--- src/logic/adcsq_defines.vh ---
`ifndef ADCSQ_DEFINES_VH
`define ADCSQ_DEFINES_VH
// register byte addresses (word aligned)
`define ADCSQ_ADDR_CTRL 8'h00
`define ADCSQ_ADDR_CFG 8'h04
`define ADCSQ_ADDR_STAT 8'h08
`define ADCSQ_ADDR_DATA0 8'h40
`define ADCSQ_ADDR_XFER 8'h80
// control register fields
`define ADCSQ_CTRL_FIRST_LSB 0
`define ADCSQ_CTRL_LAST_LSB 4
`define ADCSQ_CTRL_REPEAT_BIT 8
// configuration register fields
`define ADCSQ_CFG_EXT_BIT 0
// status register fields
`define ADCSQ_STAT_READY_BIT 0
`define ADCSQ_STAT_BUSY_BIT 1
// channel layout
`define ADCSQ_NUM_CH 9
`define ADCSQ_TEMP_CH 4'h8
// ready pulse timing
`define ADCSQ_CLK_MHZ 100
`define ADCSQ_PULSE_US 2
`define ADCSQ_PULSE_CYC (`ADCSQ_PULSE_US * `ADCSQ_CLK_MHZ)
// conversion time per single conversion
`define ADCSQ_CONV_CYC 16
`endif

--- src/logic/adcsq_conv.v ---
`timescale 1ns/1ns
`default_nettype none
`include "adcsq_defines.vh"
// stand-in conversion engine: fixed latency, samples the analog word
module adcsq_conv #(
  parameter CONV_CYC = `ADCSQ_CONV_CYC
) (
  // clock and reset
  input wire clk,
  input wire rstn,
  // request
  input wire start,
  input wire abort,
  input wire [11:0] sample,
  // result
  output reg done,
  output reg [11:0] result
);
  reg [7:0] cnt_q;
  reg busy_q;
  // counts down one conversion; abort drops it
  always @(posedge clk) begin
    if (!rstn) begin
      cnt_q <= 8'h00;
      busy_q <= 1'b0;
      done <= 1'b0;
      result <= 12'h000;
    end else begin
      done <= 1'b0;
      if (abort) begin
        busy_q <= 1'b0;
      end else if (start) begin
        busy_q <= 1'b1;
        cnt_q <= CONV_CYC[7:0] - 8'h01;
      end else if (busy_q) begin
        if (cnt_q == 8'h00) begin
          busy_q <= 1'b0;
          done <= 1'b1;
          result <= sample;
        end else begin
          cnt_q <= cnt_q - 8'h01;
        end
      end
    end
  end
endmodule
`default_nettype wire

--- src/logic/adcsq_edge.v ---
`timescale 1ns/1ns
`default_nettype none
// synchroniser and rising edge detector for the external start strobe
module adcsq_edge (
  // clock and reset
  input wire clk,
  input wire rstn,
  // strobe
  input wire pin_in,
  output reg rise
);
  reg s1_q;
  reg s2_q;
  reg s3_q;
  // first stage feeds only the second
  always @(posedge clk) begin
    if (!rstn) begin
      s1_q <= 1'b0;
      s2_q <= 1'b0;
      s3_q <= 1'b0;
      rise <= 1'b0;
    end else begin
      s1_q <= pin_in;
      s2_q <= s1_q;
      s3_q <= s2_q;
      rise <= s2_q & ~s3_q;
    end
  end
endmodule
`default_nettype wire

--- src/logic/adcsq_top.v ---
`timescale 1ns/1ns
`default_nettype none
`include "adcsq_defines.vh"
module adcsq_top #(
  parameter NUM_CH = `ADCSQ_NUM_CH,
  parameter CONV_CYC = `ADCSQ_CONV_CYC
) (
  // clock and reset
  input wire clk,
  input wire rstn,
  // wishbone slave
  input wire wb_cyc_i,
  input wire wb_stb_i,
  input wire wb_we_i,
  input wire [7:0] wb_adr_i,
  input wire [3:0] wb_sel_i,
  input wire [31:0] wb_dat_i,
  output reg [31:0] wb_dat_o,
  output reg wb_ack_o,
  // trigger and serial readout gate
  input wire conv_start_pin,
  input wire chip_select_n,
  input wire serial_clk,
  // analog front end stand-in
  input wire [11:0] analog_sample,
  output reg [3:0] mux_channel,
  output reg temp_high_current,
  // host handshake
  output reg result_ready_pin_n
);
  // scan states
  localparam ST_IDLE = 2'h0;
  localparam ST_CONV = 2'h1;
  localparam ST_WAIT = 2'h2;
  localparam ST_PUSH = 2'h3;

  // register, scan and buffer state
  reg [1:0] state_q;
  reg [3:0] first_q;
  reg [3:0] last_q;
  reg repeat_q;
  reg ext_en_q;
  reg ready_flag_q;
  reg auto_run_q;
  reg [3:0] chan_q;
  reg temp_phase_q;
  reg [11:0] temp_high_q;
  reg [11:0] hold_q [0:NUM_CH-1];
  reg [11:0] data_q [0:NUM_CH-1];
  reg [NUM_CH-1:0] pend_q;
  reg [NUM_CH-1:0] busy_reg_q;
  reg [3:0] xfer_idx_q;
  reg sclk_q;
  reg [7:0] pulse_cnt_q;
  reg conv_start_q;
  reg ready_defer_q;

  wire ext_rise;
  wire conv_done;
  wire [11:0] conv_result;

  // bus decode: a request is taken only while ack is low, so just once
  wire acc = wb_cyc_i & wb_stb_i & ~wb_ack_o;
  wire wr = acc & wb_we_i & wb_sel_i[0];
  wire wr_ctrl = wr & (wb_adr_i == `ADCSQ_ADDR_CTRL);
  wire wr_cfg = wr & (wb_adr_i == `ADCSQ_ADDR_CFG);
  wire wr_xfer = wr & (wb_adr_i == `ADCSQ_ADDR_XFER);
  // nine data words from the data base address, one per channel
  wire rd_data = acc & ~wb_we_i & (wb_adr_i >= `ADCSQ_ADDR_DATA0) &
    (wb_adr_i < `ADCSQ_ADDR_DATA0 + 8'h24);
  wire [3:0] rd_idx = wb_adr_i[5:2];

  // internal start comes only from control writes in internal mode
  wire int_trig = wr_ctrl & ~ext_en_q;
  wire ext_trig = ext_en_q & ext_rise;
  wire restart = int_trig | ext_trig;
  // auto mode only in internal trigger mode with repeat set
  wire auto_sel = ~ext_en_q & repeat_q;
  // events that end auto rescans at the next group boundary
  wire new_cfg = wr_cfg & wb_dat_i[`ADCSQ_CFG_EXT_BIT];
  wire new_direct = wr_ctrl & ~wb_dat_i[`ADCSQ_CTRL_REPEAT_BIT];
  // the temperature channel finishes only after its low current pass
  wire last_done = conv_done & (chan_q == last_q) &
    ~((chan_q == `ADCSQ_TEMP_CH) & ~temp_phase_q);
  // serial edge is gated by chip select
  wire sclk_rise = serial_clk & ~sclk_q & ~chip_select_n;

  // the strobe is asynchronous; only its synchronised edge is acted on
  adcsq_edge u_edge (
    .clk(clk),
    .rstn(rstn),
    .pin_in(conv_start_pin),
    .rise(ext_rise)
  );

  // a restart aborts the conversion in flight so no stale result lands
  adcsq_conv #(
    .CONV_CYC(CONV_CYC)
  ) u_conv (
    .clk(clk),
    .rstn(rstn),
    .start(conv_start_q),
    .abort(restart),
    .sample(analog_sample),
    .done(conv_done),
    .result(conv_result)
  );

  // configuration and control registers
  always @(posedge clk) begin
    if (!rstn) begin
      first_q <= 4'h0;
      last_q <= 4'h0;
      repeat_q <= 1'b0;
      ext_en_q <= 1'b0;
    end else begin
      // control writes always land, even where they start nothing
      if (wr_ctrl) begin
        first_q <= wb_dat_i[`ADCSQ_CTRL_FIRST_LSB +: 4];
        last_q <= wb_dat_i[`ADCSQ_CTRL_LAST_LSB +: 4];
        repeat_q <= wb_dat_i[`ADCSQ_CTRL_REPEAT_BIT];
      end
      if (wr_cfg) begin
        ext_en_q <= wb_dat_i[`ADCSQ_CFG_EXT_BIT];
      end
    end
  end

  // scan sequencer; scan order undefined if last is below first
  always @(posedge clk) begin
    if (!rstn) begin
      state_q <= ST_IDLE;
      chan_q <= 4'h0;
      temp_phase_q <= 1'b0;
      temp_high_q <= 12'h000;
      auto_run_q <= 1'b0;
      conv_start_q <= 1'b0;
      mux_channel <= 4'h0;
      temp_high_current <= 1'b0;
    end else begin
      conv_start_q <= 1'b0;
      if (restart) begin
        // restart abandons any scan in progress
        state_q <= ST_CONV;
        chan_q <= first_q;
        if (int_trig) begin
          chan_q <= wb_dat_i[`ADCSQ_CTRL_FIRST_LSB +: 4];
        end
        temp_phase_q <= 1'b0;
        auto_run_q <= int_trig & wb_dat_i[`ADCSQ_CTRL_REPEAT_BIT];
      end else begin
        if (new_cfg | new_direct) begin
          auto_run_q <= 1'b0;
        end
        case (state_q)
          ST_CONV: begin
            // the mux moves first; the engine takes the start a cycle later
            mux_channel <= chan_q;
            temp_high_current <= (chan_q == `ADCSQ_TEMP_CH) & ~temp_phase_q;
            conv_start_q <= 1'b1;
            state_q <= ST_WAIT;
          end
          ST_WAIT: begin
            if (conv_done) begin
              if ((chan_q == `ADCSQ_TEMP_CH) & ~temp_phase_q) begin
                // first of two temperature conversions at high current
                temp_high_q <= conv_result;
                temp_phase_q <= 1'b1;
                state_q <= ST_CONV;
              end else if (last_done) begin
                temp_phase_q <= 1'b0;
                state_q <= ST_PUSH;
              end else begin
                temp_phase_q <= 1'b0;
                chan_q <= chan_q + 4'h1;
                state_q <= ST_CONV;
              end
            end
          end
          ST_PUSH: begin
            // direct scans stop; auto scans wrap to the first channel
            if (auto_run_q & auto_sel & ~new_cfg & ~new_direct) begin
              chan_q <= first_q;
              state_q <= ST_CONV;
            end else begin
              state_q <= ST_IDLE;
            end
          end
          default: begin
            state_q <= ST_IDLE;
          end
        endcase
      end
    end
  end

  // holding, data and readout interlock per channel
  genvar g;
  generate
    for (g = 0; g < NUM_CH; g = g + 1) begin : g_ch
      // the temperature result is final only after its second pass
      wire hit = (state_q == ST_WAIT) & conv_done & (chan_q == g) &
        ~((g == NUM_CH - 1) & ~temp_phase_q);
      wire [11:0] res = (g == NUM_CH - 1) ?
        (temp_high_q - conv_result) : conv_result;
      // a push is held back while this word sits in the shift register
      wire push = (state_q == ST_PUSH) & ~restart;
      always @(posedge clk) begin
        if (!rstn) begin
          hold_q[g] <= 12'h000;
          data_q[g] <= 12'h000;
          pend_q[g] <= 1'b0;
        end else begin
          if (hit) begin
            hold_q[g] <= res;
          end
          // a deferred copy takes the holding word as it stands at frame end
          if ((push | pend_q[g]) & ~busy_reg_q[g]) begin
            data_q[g] <= hold_q[g];
            pend_q[g] <= 1'b0;
          end else if (push) begin
            pend_q[g] <= 1'b1;
          end
        end
      end
    end
  endgenerate

  // serial readout window: the shift load marks one data register busy
  always @(posedge clk) begin
    if (!rstn) begin
      busy_reg_q <= {NUM_CH{1'b0}};
      xfer_idx_q <= 4'h0;
      sclk_q <= 1'b0;
    end else begin
      // last serial clock level, for its rising edge
      sclk_q <= serial_clk;
      if (wr_xfer) begin
        xfer_idx_q <= wb_dat_i[3:0];
      end
      // busy while selected and a serial edge has begun the shift
      if (chip_select_n) begin
        busy_reg_q <= {NUM_CH{1'b0}};
      end else if (sclk_rise & (xfer_idx_q < NUM_CH)) begin
        busy_reg_q[xfer_idx_q] <= 1'b1;
      end
    end
  end

  // ready flag and ready pin
  // a group push that no restart overrides
  wire update_all = (state_q == ST_PUSH) & ~restart;
  // a direct group with a word held back by the serial frame signals only
  // once that word has been copied, so the host never reads stale data
  wire set_direct = update_all & ~auto_run_q & ~(|busy_reg_q);
  wire defer_done = ready_defer_q & ~(|pend_q);
  // the pin is released as the count reaches one: a full pulse low
  wire [31:0] pulse_load = `ADCSQ_PULSE_CYC;
  // auto pulses restart on every update: a group shorter than the pulse
  // keeps the pin low throughout
  always @(posedge clk) begin
    if (!rstn) begin
      ready_flag_q <= 1'b0;
      result_ready_pin_n <= 1'b1;
      pulse_cnt_q <= 8'h00;
      ready_defer_q <= 1'b0;
    end else begin
      // remember a direct push whose copy waits for the frame to end
      if (restart | defer_done) begin
        ready_defer_q <= 1'b0;
      end else if (update_all & ~auto_run_q & (|busy_reg_q)) begin
        ready_defer_q <= 1'b1;
      end
      if (set_direct | defer_done) begin
        // set wins over a coincident read clear
        ready_flag_q <= 1'b1;
        result_ready_pin_n <= 1'b0;
      end else if (rd_data | restart) begin
        ready_flag_q <= 1'b0;
        result_ready_pin_n <= 1'b1;
        pulse_cnt_q <= 8'h00;
      end else if (update_all & auto_run_q) begin
        ready_flag_q <= 1'b0;
        result_ready_pin_n <= 1'b0;
        pulse_cnt_q <= pulse_load[7:0];
      end else if (auto_run_q | (pulse_cnt_q != 8'h00)) begin
        ready_flag_q <= 1'b0;
        if (pulse_cnt_q == 8'h01) begin
          result_ready_pin_n <= 1'b1;
        end
        if (pulse_cnt_q != 8'h00) begin
          pulse_cnt_q <= pulse_cnt_q - 8'h01;
        end
      end
    end
  end

  // wishbone answer: ack one cycle after request, dropped the next
  always @(posedge clk) begin
    if (!rstn) begin
      wb_ack_o <= 1'b0;
      wb_dat_o <= 32'h00000000;
    end else begin
      // unmapped reads return zero; writes there are acked and dropped
      wb_ack_o <= acc;
      wb_dat_o <= 32'h00000000;
      if (acc & ~wb_we_i) begin
        if (wb_adr_i == `ADCSQ_ADDR_CTRL) begin
          wb_dat_o <= {23'h000000, repeat_q, last_q, first_q};
        end else if (wb_adr_i == `ADCSQ_ADDR_CFG) begin
          wb_dat_o <= {31'h00000000, ext_en_q};
        end else if (wb_adr_i == `ADCSQ_ADDR_STAT) begin
          wb_dat_o <= {30'h00000000, state_q != ST_IDLE, ready_flag_q};
        end else if (rd_data) begin
          wb_dat_o <= {20'h00000, data_q[rd_idx]};
        end
      end
    end
  end
endmodule
`default_nettype wire

--- config.mk ---
export PLATFORM = sky130hd
export DESIGN_NAME = adcsq_top
export DESIGN_NICKNAME = d
export VERILOG_FILES = /design/src/logic/adcsq_conv.v /design/src/logic/adcsq_edge.v /design/src/logic/adcsq_top.v
export VERILOG_INCLUDE_DIRS = /design/src /design/src/logic
export SDC_FILE = /design/constraint.sdc
export NUM_CORES = 1
export LEC_CHECK = 0
export BUFFER_PORTS_ARGS = -buffer_cell sky130_fd_sc_hd__buf_2
export CAP_MARGIN = 20
export CORE_ASPECT_RATIO = 0.6
export CORE_UTILIZATION = 40
export DETAILED_ROUTE_END_ITERATION = 10
export GPL_TIMING_DRIVEN = 0
export HOLD_SLACK_MARGIN = 0.08
export PLACE_DENSITY = 0.66
export SLEW_MARGIN = 20
export SYNTH_ARGS = -nofsm -noshare
export SYNTH_HDL_FRONTEND = slang
export SYNTH_SLANG_ARGS = --single-unit
--- constraint.sdc ---
create_clock -name clk -period 2.7 [get_ports clk]
set_input_delay 0.135 -clock clk [delete_from_list [all_inputs] [get_ports clk]]
set_output_delay 0.135 -clock clk [all_outputs]
set_load 0.005 [all_outputs]
==> impl_summary.md, run 1 <==
Setup path
By startpoint and endpoint, the worst setup path is classified as reg2reg. The slowest stage of the critical path belongs to the cell sky130_fd_sc_hd__nor4bb_4. The worst stage delay on the critical path is 510 ps. STA classifies the critical path endpoint as a flip-flop. Measured in cells, the most critical reg-to-reg path has a length of 6. The number of buffers and inverters on the critical path is 1. The worst path required time is 3140 ps. In this run the number of cells on the critical path is 6. STA classifies the critical path startpoint as a flip-flop. Of all nets on the critical path, the largest fanout is 10. Data arrives at the worst endpoint at 3020 ps. The kind of cell with the highest combined delay on the critical path is simple AND/OR/NAND/NOR gates.

Walking the worst path, the cells encountered are nor4bb_4 > nand3b_1 > a21o_1 > or2_2 > clkbuf_1 > o21ai_0.

Route
The detail route stage leaves a number of antenna-violating nets equal to 0. Summed over all layers, the routed wires come to 38400 µm. The via count normalized by instance count is 5.41. Dividing the detail-routed wire length by the instance count gives 21.0 µm.

For this run, design rule violations remaining after detail routing come to 0. After the first detailed-routing iteration, the DRC count stood at 1011. The pre-antenna-repair detailed-routing pass consisted of 7 iterations. The overall via count from detail_route is 9892.

Timing
For this run, the top clock speed supported by timing is 387 MHz. Setup slack on the critical path of the routed design comes to 116 ps. The transition at the pin with the smallest max-transition slack is 955 ps.

The count of final max-slew check failures is 0. Setup repair after global routing left no endpoint under its margin. Headroom to the max-slew limit came out at 36.3%. The final hold violation count was 0. Subtracting the final worst setup slack from the clock period gives 2580 ps. For the final database, setup skew stands at 26.4 ps.

The share of the clock period used by the worst path is 95.7%. The smallest hold slack is 160 ps. Setup violations remaining at the end of the flow were counted as 0.

Job
The tool flagged a number of max-cap violations equal to 0.

Placed design
The count of input and output buffers is 53. Counting tap cells, the placed design contains a total of 1751 instances. The placement-stage worst setup slack is -546 ps.

The HPWL after detailed placement is 28300 µm. The weighted congestion reported at the end of routability-driven placement is 0.937. Once placement finished, the instance area stood at 0.0152 mm².

Floorplan
The count of boundary I/O pins is 103. The number of placement rows is 53. From bottom edge to top edge, the die measures 148 µm.

The area enclosed by the die boundary is 0.0363 mm². The initial core utilization is 40.6%. The standard cell core area is 0.0349 mm². The die is 245 µm wide.

Clock tree
Clock tree synthesis found a total of 325 sinks. The clock root buffer master is sky130_fd_sc_hd__clkbuf_16. The clock-pin transition on the worst setup and hold timing paths is 70 ps. The maximum number of buffers from clock root to sink is 3. TritonCTS built the clock tree. The number of buffers created by CTS is 30.

The CTS H-tree depth is 1. The clock insertion delay at the later pin of the skew report is 580 ps.

Finish
The share of layout cells above drive strength 1 is 15.7%. The area added between synthesis and finish is 17.0%. Fill cells in the final layout number 3107.

The final non-filler cell area is 0.0166 mm². The library cell used most frequently in the layout, excluding fill and tap cells, is sky130_fd_sc_hd__edfxtp_1. In the layout the commonest cells are sky130_fd_sc_hd__edfxtp_1 (216), sky130_fd_sc_hd__and2_1 (134), sky130_fd_sc_hd__nor2_1 (127). The number of standard cells in the final layout excluding fillers is 1828.

The final net count is 1421. The diode insertion count for antenna repair is 0.

Min path
Counting instances, the worst hold path has a depth of 4. The classification of the worst-slack hold path is in2reg.

Synth
The sequential-to-total area share from yosys stat is 61.1%. The number of different library cells used by synthesis comes to 68. The number of synthesized register bits is 325. The cell area after synthesis is 0.0142 mm².

The post-synthesis cell count is 1207. The number of warnings printed during yosys synthesis is 0. After synthesis, the share of flip-flops with an asynchronous set or reset is 0%.

The flip-flop cell with the highest count after synthesis is sky130_fd_sc_hd__edfxtp_1. In this run, synthesis inferred 216 flip-flops with an integrated enable. In this run the mean area of a mapped cell was 11.8 µm².

Power and ir drop
Across the VDD grid, the largest voltage drop is 0.000562 V. For this design the ratio of total power to cell area is 654 mW/mm². Summed over all cells, the static leakage comes to 6.05 nW. After layout, the design draws a total of 10.9 mW.

GRT
The number of global-route vias before repair is 9209. The overall track demand over capacity in global routing is 21.2%. The first global-routing pass estimated 57100 µm of wire. The largest net degree at the start of global routing is 17. The number of antenna violations at the first check in global routing came to 1. The aggregate global routing overflow is 0.

Status
The flow ran to the end, and the final reports show no timing, DRC or antenna violations.
## path summary, 6_finish.rpt
kind	from	to	slack, ps
setup reg to reg	wb_ack_o$_SDFF_PN0_	wb_dat_o[2]$_SDFF_PN0_	120
setup / recovery	wb_ack_o$_SDFF_PN0_	wb_dat_o[2]$_SDFF_PN0_	120
hold / removal	wb_adr_i[5]	wb_dat_o[7]$_SDFF_PN0_	160
hold reg to reg	u_edge.s3_q$_SDFF_PN0_	u_edge.rise$_SDFF_PN0_	390
## final cells by class
cell class / instances / area, µm² / area share (%)
Sequential cell: 325 / 8670 / 52.2
Multi-Input combinational cell: 775 / 5150 / 31.0
Clock buffer: 37 / 846 / 5.09
Timing Repair Buffer: 86 / 593 / 3.57
Tap cell: 467 / 584 / 3.52
Buffer: 79 / 387 / 2.33
Clock inverter: 19 / 220 / 1.33
Inverter: 40 / 158 / 0.949
## worst min-delay path, cell delays in order
cell                      delay, ps
sky130_fd_sc_hd__buf_2          220
sky130_fd_sc_hd__nor2_1         100
sky130_fd_sc_hd__a21oi_1        110
sky130_fd_sc_hd__o21ai_0        100
## power by group
group          internal [mW]  switching, mW  leakage [nW]
combinational          0.290          0.456          2.43
sequential              5.44         0.0781          3.11
clock                   2.63           1.98         0.517
## state kept, by name, summed over array words and instances, names as in the netlist, 8 cells and up
register and count:
busy_reg_q 9, data_q 108, u_conv.cnt_q 8, pulse_cnt_q 8, hold_q 108, temp_high_q 12, u_conv.result 12, pend_q 9
wb_dat_o 12
## cell usage after synthesis, types with 3 or more instances
library cell / n / area share (%)
sky130_fd_sc_hd__or4_1: 4 / 0.21
sky130_fd_sc_hd__ha_1: 19 / 1.7
sky130_fd_sc_hd__nand3_1: 17 / 0.60
sky130_fd_sc_hd__o21ai_0: 47 / 1.7
sky130_fd_sc_hd__o31a_1: 3 / 0.19
sky130_fd_sc_hd__o211ai_1: 4 / 0.21
sky130_fd_sc_hd__clkbuf_1: 56 / 1.5
sky130_fd_sc_hd__o21a_1: 4 / 0.21
sky130_fd_sc_hd__nand2b_1: 6 / 0.26
sky130_fd_sc_hd__or2_2: 6 / 0.26
sky130_fd_sc_hd__a31oi_1: 8 / 0.35
sky130_fd_sc_hd__and2_1: 134 / 5.9
sky130_fd_sc_hd__a21oi_1: 40 / 1.4
sky130_fd_sc_hd__nand3b_1: 5 / 0.26
sky130_fd_sc_hd__nor3b_1: 3 / 0.16
sky130_fd_sc_hd__nor4bb_1: 3 / 0.21
sky130_fd_sc_hd__nor3_1: 97 / 3.4
sky130_fd_sc_hd__edfxtp_1: 216 / 46
sky130_fd_sc_hd__buf_4: 20 / 1.1
sky130_fd_sc_hd__mux4_2: 24 / 3.8
sky130_fd_sc_hd__xor2_1: 9 / 0.56
sky130_fd_sc_hd__mux2i_1: 56 / 4.0
sky130_fd_sc_hd__clkinv_1: 10 / 0.26
sky130_fd_sc_hd__o31ai_1: 6 / 0.32
sky130_fd_sc_hd__dfxtp_1: 109 / 15
sky130_fd_sc_hd__or3_1: 5 / 0.22
sky130_fd_sc_hd__nor2b_1: 7 / 0.31
sky130_fd_sc_hd__nand2_1: 53 / 1.4
sky130_fd_sc_hd__xnor2_1: 9 / 0.56
sky130_fd_sc_hd__inv_1: 30 / 0.79
sky130_fd_sc_hd__a311oi_1: 4 / 0.25
sky130_fd_sc_hd__nor4_1: 7 / 0.31
sky130_fd_sc_hd__buf_1: 8 / 0.21
sky130_fd_sc_hd__nand4_1: 3 / 0.13
sky130_fd_sc_hd__nor2_1: 132 / 3.5
## what timing repair did
action / CTS / global route
endpoints found under the setup margin: 259 / 249
hold endpoints to repair: 38 / 0
setup buffers: 0 / 1
cloned: 0 / 0
hold buffers: 27 / 0
resized for setup: 26 / 23
## kinds of logic (layout without fill, tap and decap cells)
group	count (synthesis)	count (layout)	synth area share, %
fa+ha+maj	20	20	1.82
simple gates	493	493	17.9
mux	80	80	7.76
buf+inv	126	261	3.88
other cells	1	20	0.0264
compound gates	144	144	6.41
flops	325	325	61.1
xor+xnor	18	18	1.11
## layer usage
| layer | up-vias | global-route usage, % | part of all wire [%] |
|---|---|---|---|
| met5 | - | 0 | 0 |
| li1 | 4540 | - | - |
| met2 | 469 | 29.2 | 40 |
| met3 | 40 | 5.99 | 11 |
| met1 | 4843 | 33.0 | 47 |
| met4 | 0 | 3.69 | 1.4 |
## through the flow
stage / utilization (%) / setup TNS [ps]
after floorplan: - / 0
after global placement: 43.2 / -119990
after detailed placement: 43.4 / -74500
after CTS: 47.3 / 0
after global routing: 47.5 / 0
final: 47.5 / 0
No activity file was read; power rests on OpenSTA's default activity.
==> run 2, diff against run 1 <==
Settings changed: CORE_ASPECT_RATIO 0.6 to 2.
==> run 2 against run 1 <==
Sequential share of layout area increased by 0.56 points. Fmax is 1.3% lower. Non-clock buffer count is 8 higher. Critical path type unchanged. Largest cell class unchanged. Highest routed layer unchanged.
==> impl_summary.md, run 2 (synthesis results as in run 1) <==
Clock tree
The clock insertion delay at the later pin of the skew report is 570 ps (about the same). The CTS H-tree depth is 1 (unchanged). The count of clock tree sinks is 325 (unchanged). The clock root buffer master is sky130_fd_sc_hd__clkbuf_16. The maximum number of buffers from clock root to sink is 3 (unchanged). The clock tree from TritonCTS is done. The clock-pin transition on the worst setup and hold timing paths is 70 ps (about the same).

The number of buffers created by CTS was 28 (-6.7%).

Setup path
The worst path required time is 3060 ps (-80 ps). The kind of start point of the critical path is a flip-flop. The top fanout value on the critical path is 9 (-1). The endpoint class of the critical path is a flip-flop. The data arrival at the endpoint of the critical path is 2980 ps (-40 ps). The critical path is of the reg2reg type.

Floorplan
The area enclosed by the die boundary was 0.0363 mm² (about the same). The vertical extent of the die is 268 µm (+81%). The standard cell core area is 0.0350 mm² (about the same). The initial core utilization is 40.6% (about the same). The number of placement rows is 97 (+83%). The x dimension of the die is 135 µm (-45%). The count of boundary I/O pins came to 103 (unchanged).

Route
The first-pass iteration count of the detailed router is 5 (-2). The detailed-route wire length is 37400 µm (-2.7%). The wire length per cell after detailed routing is 20.6 µm (-1.8%).

The overall via count from detail_route is 9560 (-3.4%). The first-iteration detailed-routing DRC count is 498 (-51%). The via count normalized by instance count came to 5.28 (-2.4%). The remaining number of nets flagged by the antenna check after routing is 0 (unchanged). The DRC violation count after routing is 0 (unchanged).

Timing
The top achievable clock speed came to 382 MHz (-1.3%). The transition at the pin with the smallest max-transition slack is 987 ps (+31.6 ps). The worst relative slew slack is 34.2% (-2.1 points). The largest clock skew in the final design is 13.1 ps (-13.2 ps). The share of the clock period used by the worst path is 97.0% (+1.3 points). The final hold violation count is 0 (unchanged).

Setup repair after global routing left no endpoint under its margin. The minimum period implied by the final worst setup slack is 2620 ps (+34.1 ps). The total of endpoints with negative setup slack in the final report came to 0 (unchanged). The count of final max-slew check failures is 0 (unchanged).

Power and ir drop
The largest voltage drop on the vdd net is 0.000590 V (+5.0%). The leakage power total was 5.97 nW (-1.3%). The power density over the cells came to 625 mW/mm² (-4.6%).

Finish
Leaving out fill and tap cells, the most frequent cell in the layout is sky130_fd_sc_hd__edfxtp_1. The number of fill cells in the layout is 3195 (+2.8%). The share of layout cells above drive strength 1 is 14.4% (-1.4 points). The diode insertion count for antenna repair was 0 (unchanged). The top cell types in the final layout, fill and taps aside, are sky130_fd_sc_hd__edfxtp_1 (216), sky130_fd_sc_hd__and2_1 (134), sky130_fd_sc_hd__nor2_1 (131). The fraction of the core area covered by cells at the end of the flow is 47.0% (-0.52 points). The largest registers in the layout are data_q: 108 flops, hold_q: 108 flops.

The number of standard cells in the final layout excluding fillers is 1810 (-0.98%). Relative to the synthesized area, the layout overhead comes to 15.8%. The final net count was 1427 (+0.42%).

Job
The count of maximum capacitance violations is 0 (unchanged).

GRT
The overall track demand over capacity in global routing is 20.8% (-0.41 points). The number of global-route vias before repair came to 9650 (+4.8%). The largest net degree at the start of global routing is 19 (+2). The wire length of the first global-routing pass is 55400 µm (-2.9%).

The aggregate global routing overflow is 0 (unchanged). The number of antenna violations at the first check in global routing is 0 (-1).

Placed design
The HPWL after detailed placement came to 28200 µm (-0.31%). The placed instance count came to 1731 (-1.1%). The weighted congestion reported at the end of routability-driven placement is 0.932 (-0.53%). The count of input and output buffers is 53 (unchanged).

Status
The run finished with clean final reports.

Min path
In this run the worst hold path is classified as in2reg.
[run 2: changes by cell type in the layout (fill, tap and decap cells not counted), moves of 3 or more]
| cell | delta |
|---|---|
| sky130_fd_sc_hd__clkinvlp_2 | +3 |
| sky130_fd_sc_hd__o21ai_2 | -4 |
| sky130_fd_sc_hd__o21ai_0 | +5 |
| sky130_fd_sc_hd__nor2_1 | +4 |
| sky130_fd_sc_hd__nor2_2 | -4 |
| sky130_fd_sc_hd__clkbuf_1 | +5 |
| sky130_fd_sc_hd__clkbuf_2 | -3 |
| sky130_fd_sc_hd__buf_4 | +4 |
| sky130_fd_sc_hd__clkbuf_16 | -5 |
[run 2: where the power goes]
group          internal [mW]  leakage (nW)  switching [mW]
clock                   2.12         0.421            1.88
sequential              5.44          3.11          0.0878
combinational          0.291          2.44           0.444
[run 2: path summary, 6_finish.rpt]
check	startpoint	end	slack, ps	depth (start not counted)
max reg2reg	u_conv.result[3]$_SDFFE_PN0P_	hold_q[8][8]$_SDFFCE_PN0P_	80	8
max	u_conv.result[3]$_SDFFE_PN0P_	hold_q[8][8]$_SDFFCE_PN0P_	80	8
min	wb_adr_i[7]	xfer_idx_q[0]$_SDFFE_PN0P_	160	4
min reg2reg	u_edge.s3_q$_SDFF_PN0_	u_edge.rise$_SDFF_PN0_	390	1
[run 2: critical path, stage by stage (launching register included)]
cell and delay, ps:
sky130_fd_sc_hd__dfxtp_1 390, sky130_fd_sc_hd__clkinv_2 290, sky130_fd_sc_hd__ha_1 460, sky130_fd_sc_hd__o21a_1 210, sky130_fd_sc_hd__o31a_1 140, sky130_fd_sc_hd__o31ai_2 300, sky130_fd_sc_hd__a21boi_0 180, sky130_fd_sc_hd__o21a_1 200
sky130_fd_sc_hd__nor3_1 250
[run 2: stage by stage]
| stage | worst slack (ps) | hold slack [ps] | power [mW] | TNS, ps | cell area (µm²) |
|---|---|---|---|---|---|
| after global placement | -624 | 350 | 6.29 | -92630 | 15100 |
| final | 81.8 | 159 | 10.3 | 0 | 16400 |
| after CTS | 7.26 | 118 | 10.3 | 0 | 16400 |
| after detailed placement | -612 | 351 | 6.32 | -62670 | 15100 |
| after floorplan | 290 | 262 | 6.06 | 0 | 14300 |
| after global routing | 18.3 | 179 | 10.5 | 0 | 16400 |
[run 2: final cells by class]
| class | instances | area [µm²] | area share [%] |
|---|---|---|---|
| repair buffers | 91 | 633 | 3.85 |
| multi-input cells | 775 | 5110 | 31.1 |
| clock inverters | 20 | 186 | 1.13 |
| plain buffers | 82 | 398 | 2.42 |
| clock buffers | 32 | 716 | 4.36 |
| flip-flops and latches | 325 | 8670 | 52.8 |
| well taps | 445 | 557 | 3.39 |
| inverters | 40 | 156 | 0.952 |
[run 2: layer usage]
metal / global-route usage, % / wire [µm]
met5: 0 / 0
met1: 19.5 / 12800
met2: 40.6 / 20700
met4: 15.7 / 2770
met3: 1.91 / 1160
[run 2: what timing repair did]
action                                  4_1_cts  5_1_grt
pin swaps                                     2        0
hold buffers                                 28        0
hold endpoints to repair                     44        0
endpoints found under the setup margin      237      210
resized for setup                            28        8
buffers inserted                              3        0
==> run 3, diff against run 2 <==
Settings changed: ABC_CLOCK_PERIOD_IN_PS set to 2700, PLACE_DENSITY 0.66 to 0.69, RECOVER_POWER set to 25.
==> run 3 against run 2 <==
Sequential cell count unchanged. Largest cell class unchanged. First-iteration DRC count grew 10%. Sequential power hardly changed. Critical path depth is 1 lower. Non-clock buffer count shrank 3. Power shrank 1.9%. Global-route usage down 0.54 points. Sequential share of layout area increased by 0.36 points. Worst setup slack lost 14 ps. Clock-buffer cell count fell by 2. Fmax decreased by 0.52%. Critical endpoint unchanged.
==> impl_summary.md, run 3 (synthesis results as in run 1) <==
Setup path
The start of the worst register-to-register path is state_q[0]$_SDFFE_PN0P_. STA classifies the critical path endpoint as a flip-flop. The endpoint identified for the worst register-to-register timing path is hold_q[8][8]$_SDFFCE_PN0P_. The critical path goes through clkbuf_1 > nand2b_1 > nor2_1 > nand2_1 > or3_1 > clkbuf_1 > nor3_1. The kind of start point of the critical path is a flip-flop. The setup slack of the most critical reg-to-reg path came to 70 ps (about the same). The path depth of the worst reg2reg path is 7 (-1).

The data arrival at the endpoint of the critical path is 3010 ps (+30 ps). The slowest cell on the critical path is sky130_fd_sc_hd__or3_1. The cell with the most instances on the worst path is sky130_fd_sc_hd__clkbuf_1. The start-to-end type of the worst setup path is reg2reg. The top fanout value on the critical path is 10 (+1). The worst path required time is 3080 ps (+20 ps). The worst stage delay on the critical path is 510 ps (+50 ps).

Finish
The final net count came to 1423 (-0.28%). The library cells used most frequently in the layout, excluding fill and tap cells, are sky130_fd_sc_hd__edfxtp_1 (216), sky130_fd_sc_hd__and2_1 (130), sky130_fd_sc_hd__nor2_1 (129). The area added between synthesis and finish is 15.0%. The number of fill cells in the layout is 3132 (-2.0%). The leading cell type in the layout, fill and taps excluded is sky130_fd_sc_hd__edfxtp_1. The diode insertion count for antenna repair came to 0 (unchanged).

The number of standard cells in the final layout excluding fillers was 1803 (-0.39%). In the final layout, the registers with the most flip-flops are data_q: 108 flops, hold_q: 108 flops. The share of layout cells above drive strength 1 was 12.8% (-1.5 points).

GRT
The overall track demand over capacity in global routing is 20.3% (-0.54 points). The number of global-route vias before repair is 9674 (+0.25%). The aggregate global routing overflow is 0 (unchanged). The wire length of the first global-routing pass came to 54300 µm (-2.1%).

The largest net degree at the start of global routing is 17 (-2). The number of antenna violations at the first check in global routing is 0 (unchanged).

Clock tree
The maximum number of buffers from clock root to sink is 3 (unchanged). The count of clock tree sinks is 325 (unchanged). The clock insertion delay at the later pin of the skew report is 570 ps (about the same).

The tree is rooted in a sky130_fd_sc_hd__clkbuf_16. The clock-pin transition on the worst setup and hold timing paths was 70 ps (about the same). TritonCTS built the clock tree.

The number of buffers created by CTS was 27 (-3.6%). The CTS H-tree depth came to 1 (unchanged).

Floorplan
The area enclosed by the die boundary came to 0.0363 mm² (unchanged). The initial core utilization was 40.6% (unchanged). The vertical extent of the die was 268 µm (unchanged). The number of placement rows is 97 (unchanged). The count of boundary I/O pins came to 103 (unchanged).

The standard cell core area is 0.0350 mm² (unchanged). The x dimension of the die came to 135 µm (unchanged).

Power and ir drop
The internal cell power is 7.75 mW (-1.3%). The switching share of total power was 23.0% (-0.50 points). The largest voltage drop on the vdd net is 0.000519 V (-12%). The power density over the cells came to 617 mW/mm² (-1.2%). The sequential fraction of design power was 54.9% (+1.0 points). The sum of internal, switching and leakage power is 10.1 mW (-1.9%). The power share of the combinational group is 7.2% (about the same). The relative contribution of the clock network to total power is 37.9% (-1.1 points). The power spent charging and discharging nets is 2.31 mW (-4.0%). The leakage power total is 5.88 nW (-1.6%).

Placed design
The placed instance count is 1730 (-0.058%). The weighted congestion reported at the end of routability-driven placement was 0.957 (+2.6%). The HPWL after detailed placement is 27500 µm (-2.8%).

The count of input and output buffers is 53 (unchanged).

Job
The count of maximum capacitance violations is 0 (unchanged).

Timing
Setup repair after global routing could not meet its margin everywhere. The total of endpoints with negative setup slack in the final report is 0 (unchanged). The final hold violation count was 0 (unchanged). The top achievable clock speed is 380 MHz (-0.52%).

The transition at the pin with the smallest max-transition slack came to 978 ps (-8.90 ps). The share of the clock period used by the worst path came to 97.5% (+0.51 points). The minimum period implied by the final worst setup slack was 2630 ps (+13.7 ps). The worst relative slew slack is 34.8% (+0.59 points). The count of final max-slew check failures is 0 (unchanged). The largest clock skew in the final design was 34.9 ps (+21.8 ps).

Route
The detailed-route wire length came to 36300 µm (-2.9%). The overall via count from detail_route is 9585 (+0.26%). The first-iteration detailed-routing DRC count came to 550 (+10%). The first-pass iteration count of the detailed router is 5 (unchanged).

The via count normalized by instance count is 5.32 (+0.65%). The remaining number of nets flagged by the antenna check after routing is 0 (unchanged). The DRC violation count after routing is 0 (unchanged).

The wire length per cell after detailed routing is 20.1 µm (-2.5%).

Status
The run finished with clean final reports.

Min path
The number of instances on the worst hold path was 4 (unchanged). The classification of the worst-slack hold path is in2reg. The worst min-delay path startpoint is wb_we_i. The path with the worst hold slack has its endpoint at wb_dat_o[1]$_SDFF_PN0_.
[run 3: cell type report]
cell class | instances | area (µm²) | share of cell area, %
plain buffers | 82 | 397 | 2.43
clock buffers | 30 | 687 | 4.21
clock inverters | 18 | 146 | 0.897
inverters | 40 | 160 | 0.982
multi-input cells | 775 | 5110 | 31.4
flip-flops and latches | 325 | 8670 | 53.1
well taps | 445 | 557 | 3.41
repair buffers | 88 | 582 | 3.57
[run 3: worst max-delay path, delay by kind of cell, from the launching register on]
family        cells  cell delay [ps]
buf+inv           2              440
flops             1              320
simple gates      5             1670
[run 3: through the flow]
stage               area, µm²  setup WS (ps)  hold slack [ps]  util, %  TNS [ps]
floorplan               14300            290              262        -         0
global placement        15100           -621              350     43.1    -82540
detailed placement      15100           -606              361     43.3    -50450
CTS                     16300           19.3             85.9     46.6         0
global route            16300          -40.7              121     46.7      -754
finish                  16300           68.1             99.0     46.7         0
[run 3: worst max path at each step]
| stage | slack, ps | to | cells past startpoint | start |
|---|---|---|---|---|
| after floorplan | 290 | pulse_cnt_q[5]$_SDFFE_PN0P_ | 7 | ext_en_q$_SDFFE_PN0N_ |
| after global placement | -620 | data_q[8][2]$_SDFFCE_PN0P_ | 7 | ext_en_q$_SDFFE_PN0N_ |
| after detailed placement | -610 | data_q[8][3]$_SDFFCE_PN0P_ | 7 | ext_en_q$_SDFFE_PN0N_ |
| after CTS | 20 | hold_q[8][10]$_SDFFCE_PN0P_ | 8 | u_conv.result[0]$_SDFFE_PN0P_ |
| after global routing | -40 | hold_q[8][8]$_SDFFCE_PN0P_ | 7 | state_q[0]$_SDFFE_PN0P_ |
| final | 70 | hold_q[8][8]$_SDFFCE_PN0P_ | 7 | state_q[0]$_SDFFE_PN0P_ |
[run 3: what timing repair did]
item                                    in CTS  in global routing
pin swaps                                    1                  0
gates resized for setup                     22                 16
buffers inserted                             2                  0
endpoints found under the setup margin     239                116
hold endpoints to repair                    36                  0
hold buffers                                27                  0
cloned                                       0                  0
[run 3: power by group through the flow]
| stage | clock network [mW] | registers (mW) | logic, mW |
|---|---|---|---|
| 2_1_floorplan | 0 | 5.59 | 0.468 |
| 3_3_place_gp | 0 | 5.62 | 0.654 |
| 3_5_place_dp | 0 | 5.63 | 0.681 |
| 4_1_cts | 3.86 | 5.52 | 0.719 |
| 5_1_grt | 4.00 | 5.53 | 0.780 |
| 6_report | 3.82 | 5.52 | 0.725 |
[run 3: per-layer routing]
metal  vias up  wire (µm)  share of wire [%]  global-route usage (%)
li1       4547          -                  -                       -
met1      4530      12200                 33                    18.9
met2       347      19200                 53                    38.0
met3       161       1470                4.1                    2.28
met4         0       3480                9.6                    18.3
met5         -          0                  0                       0
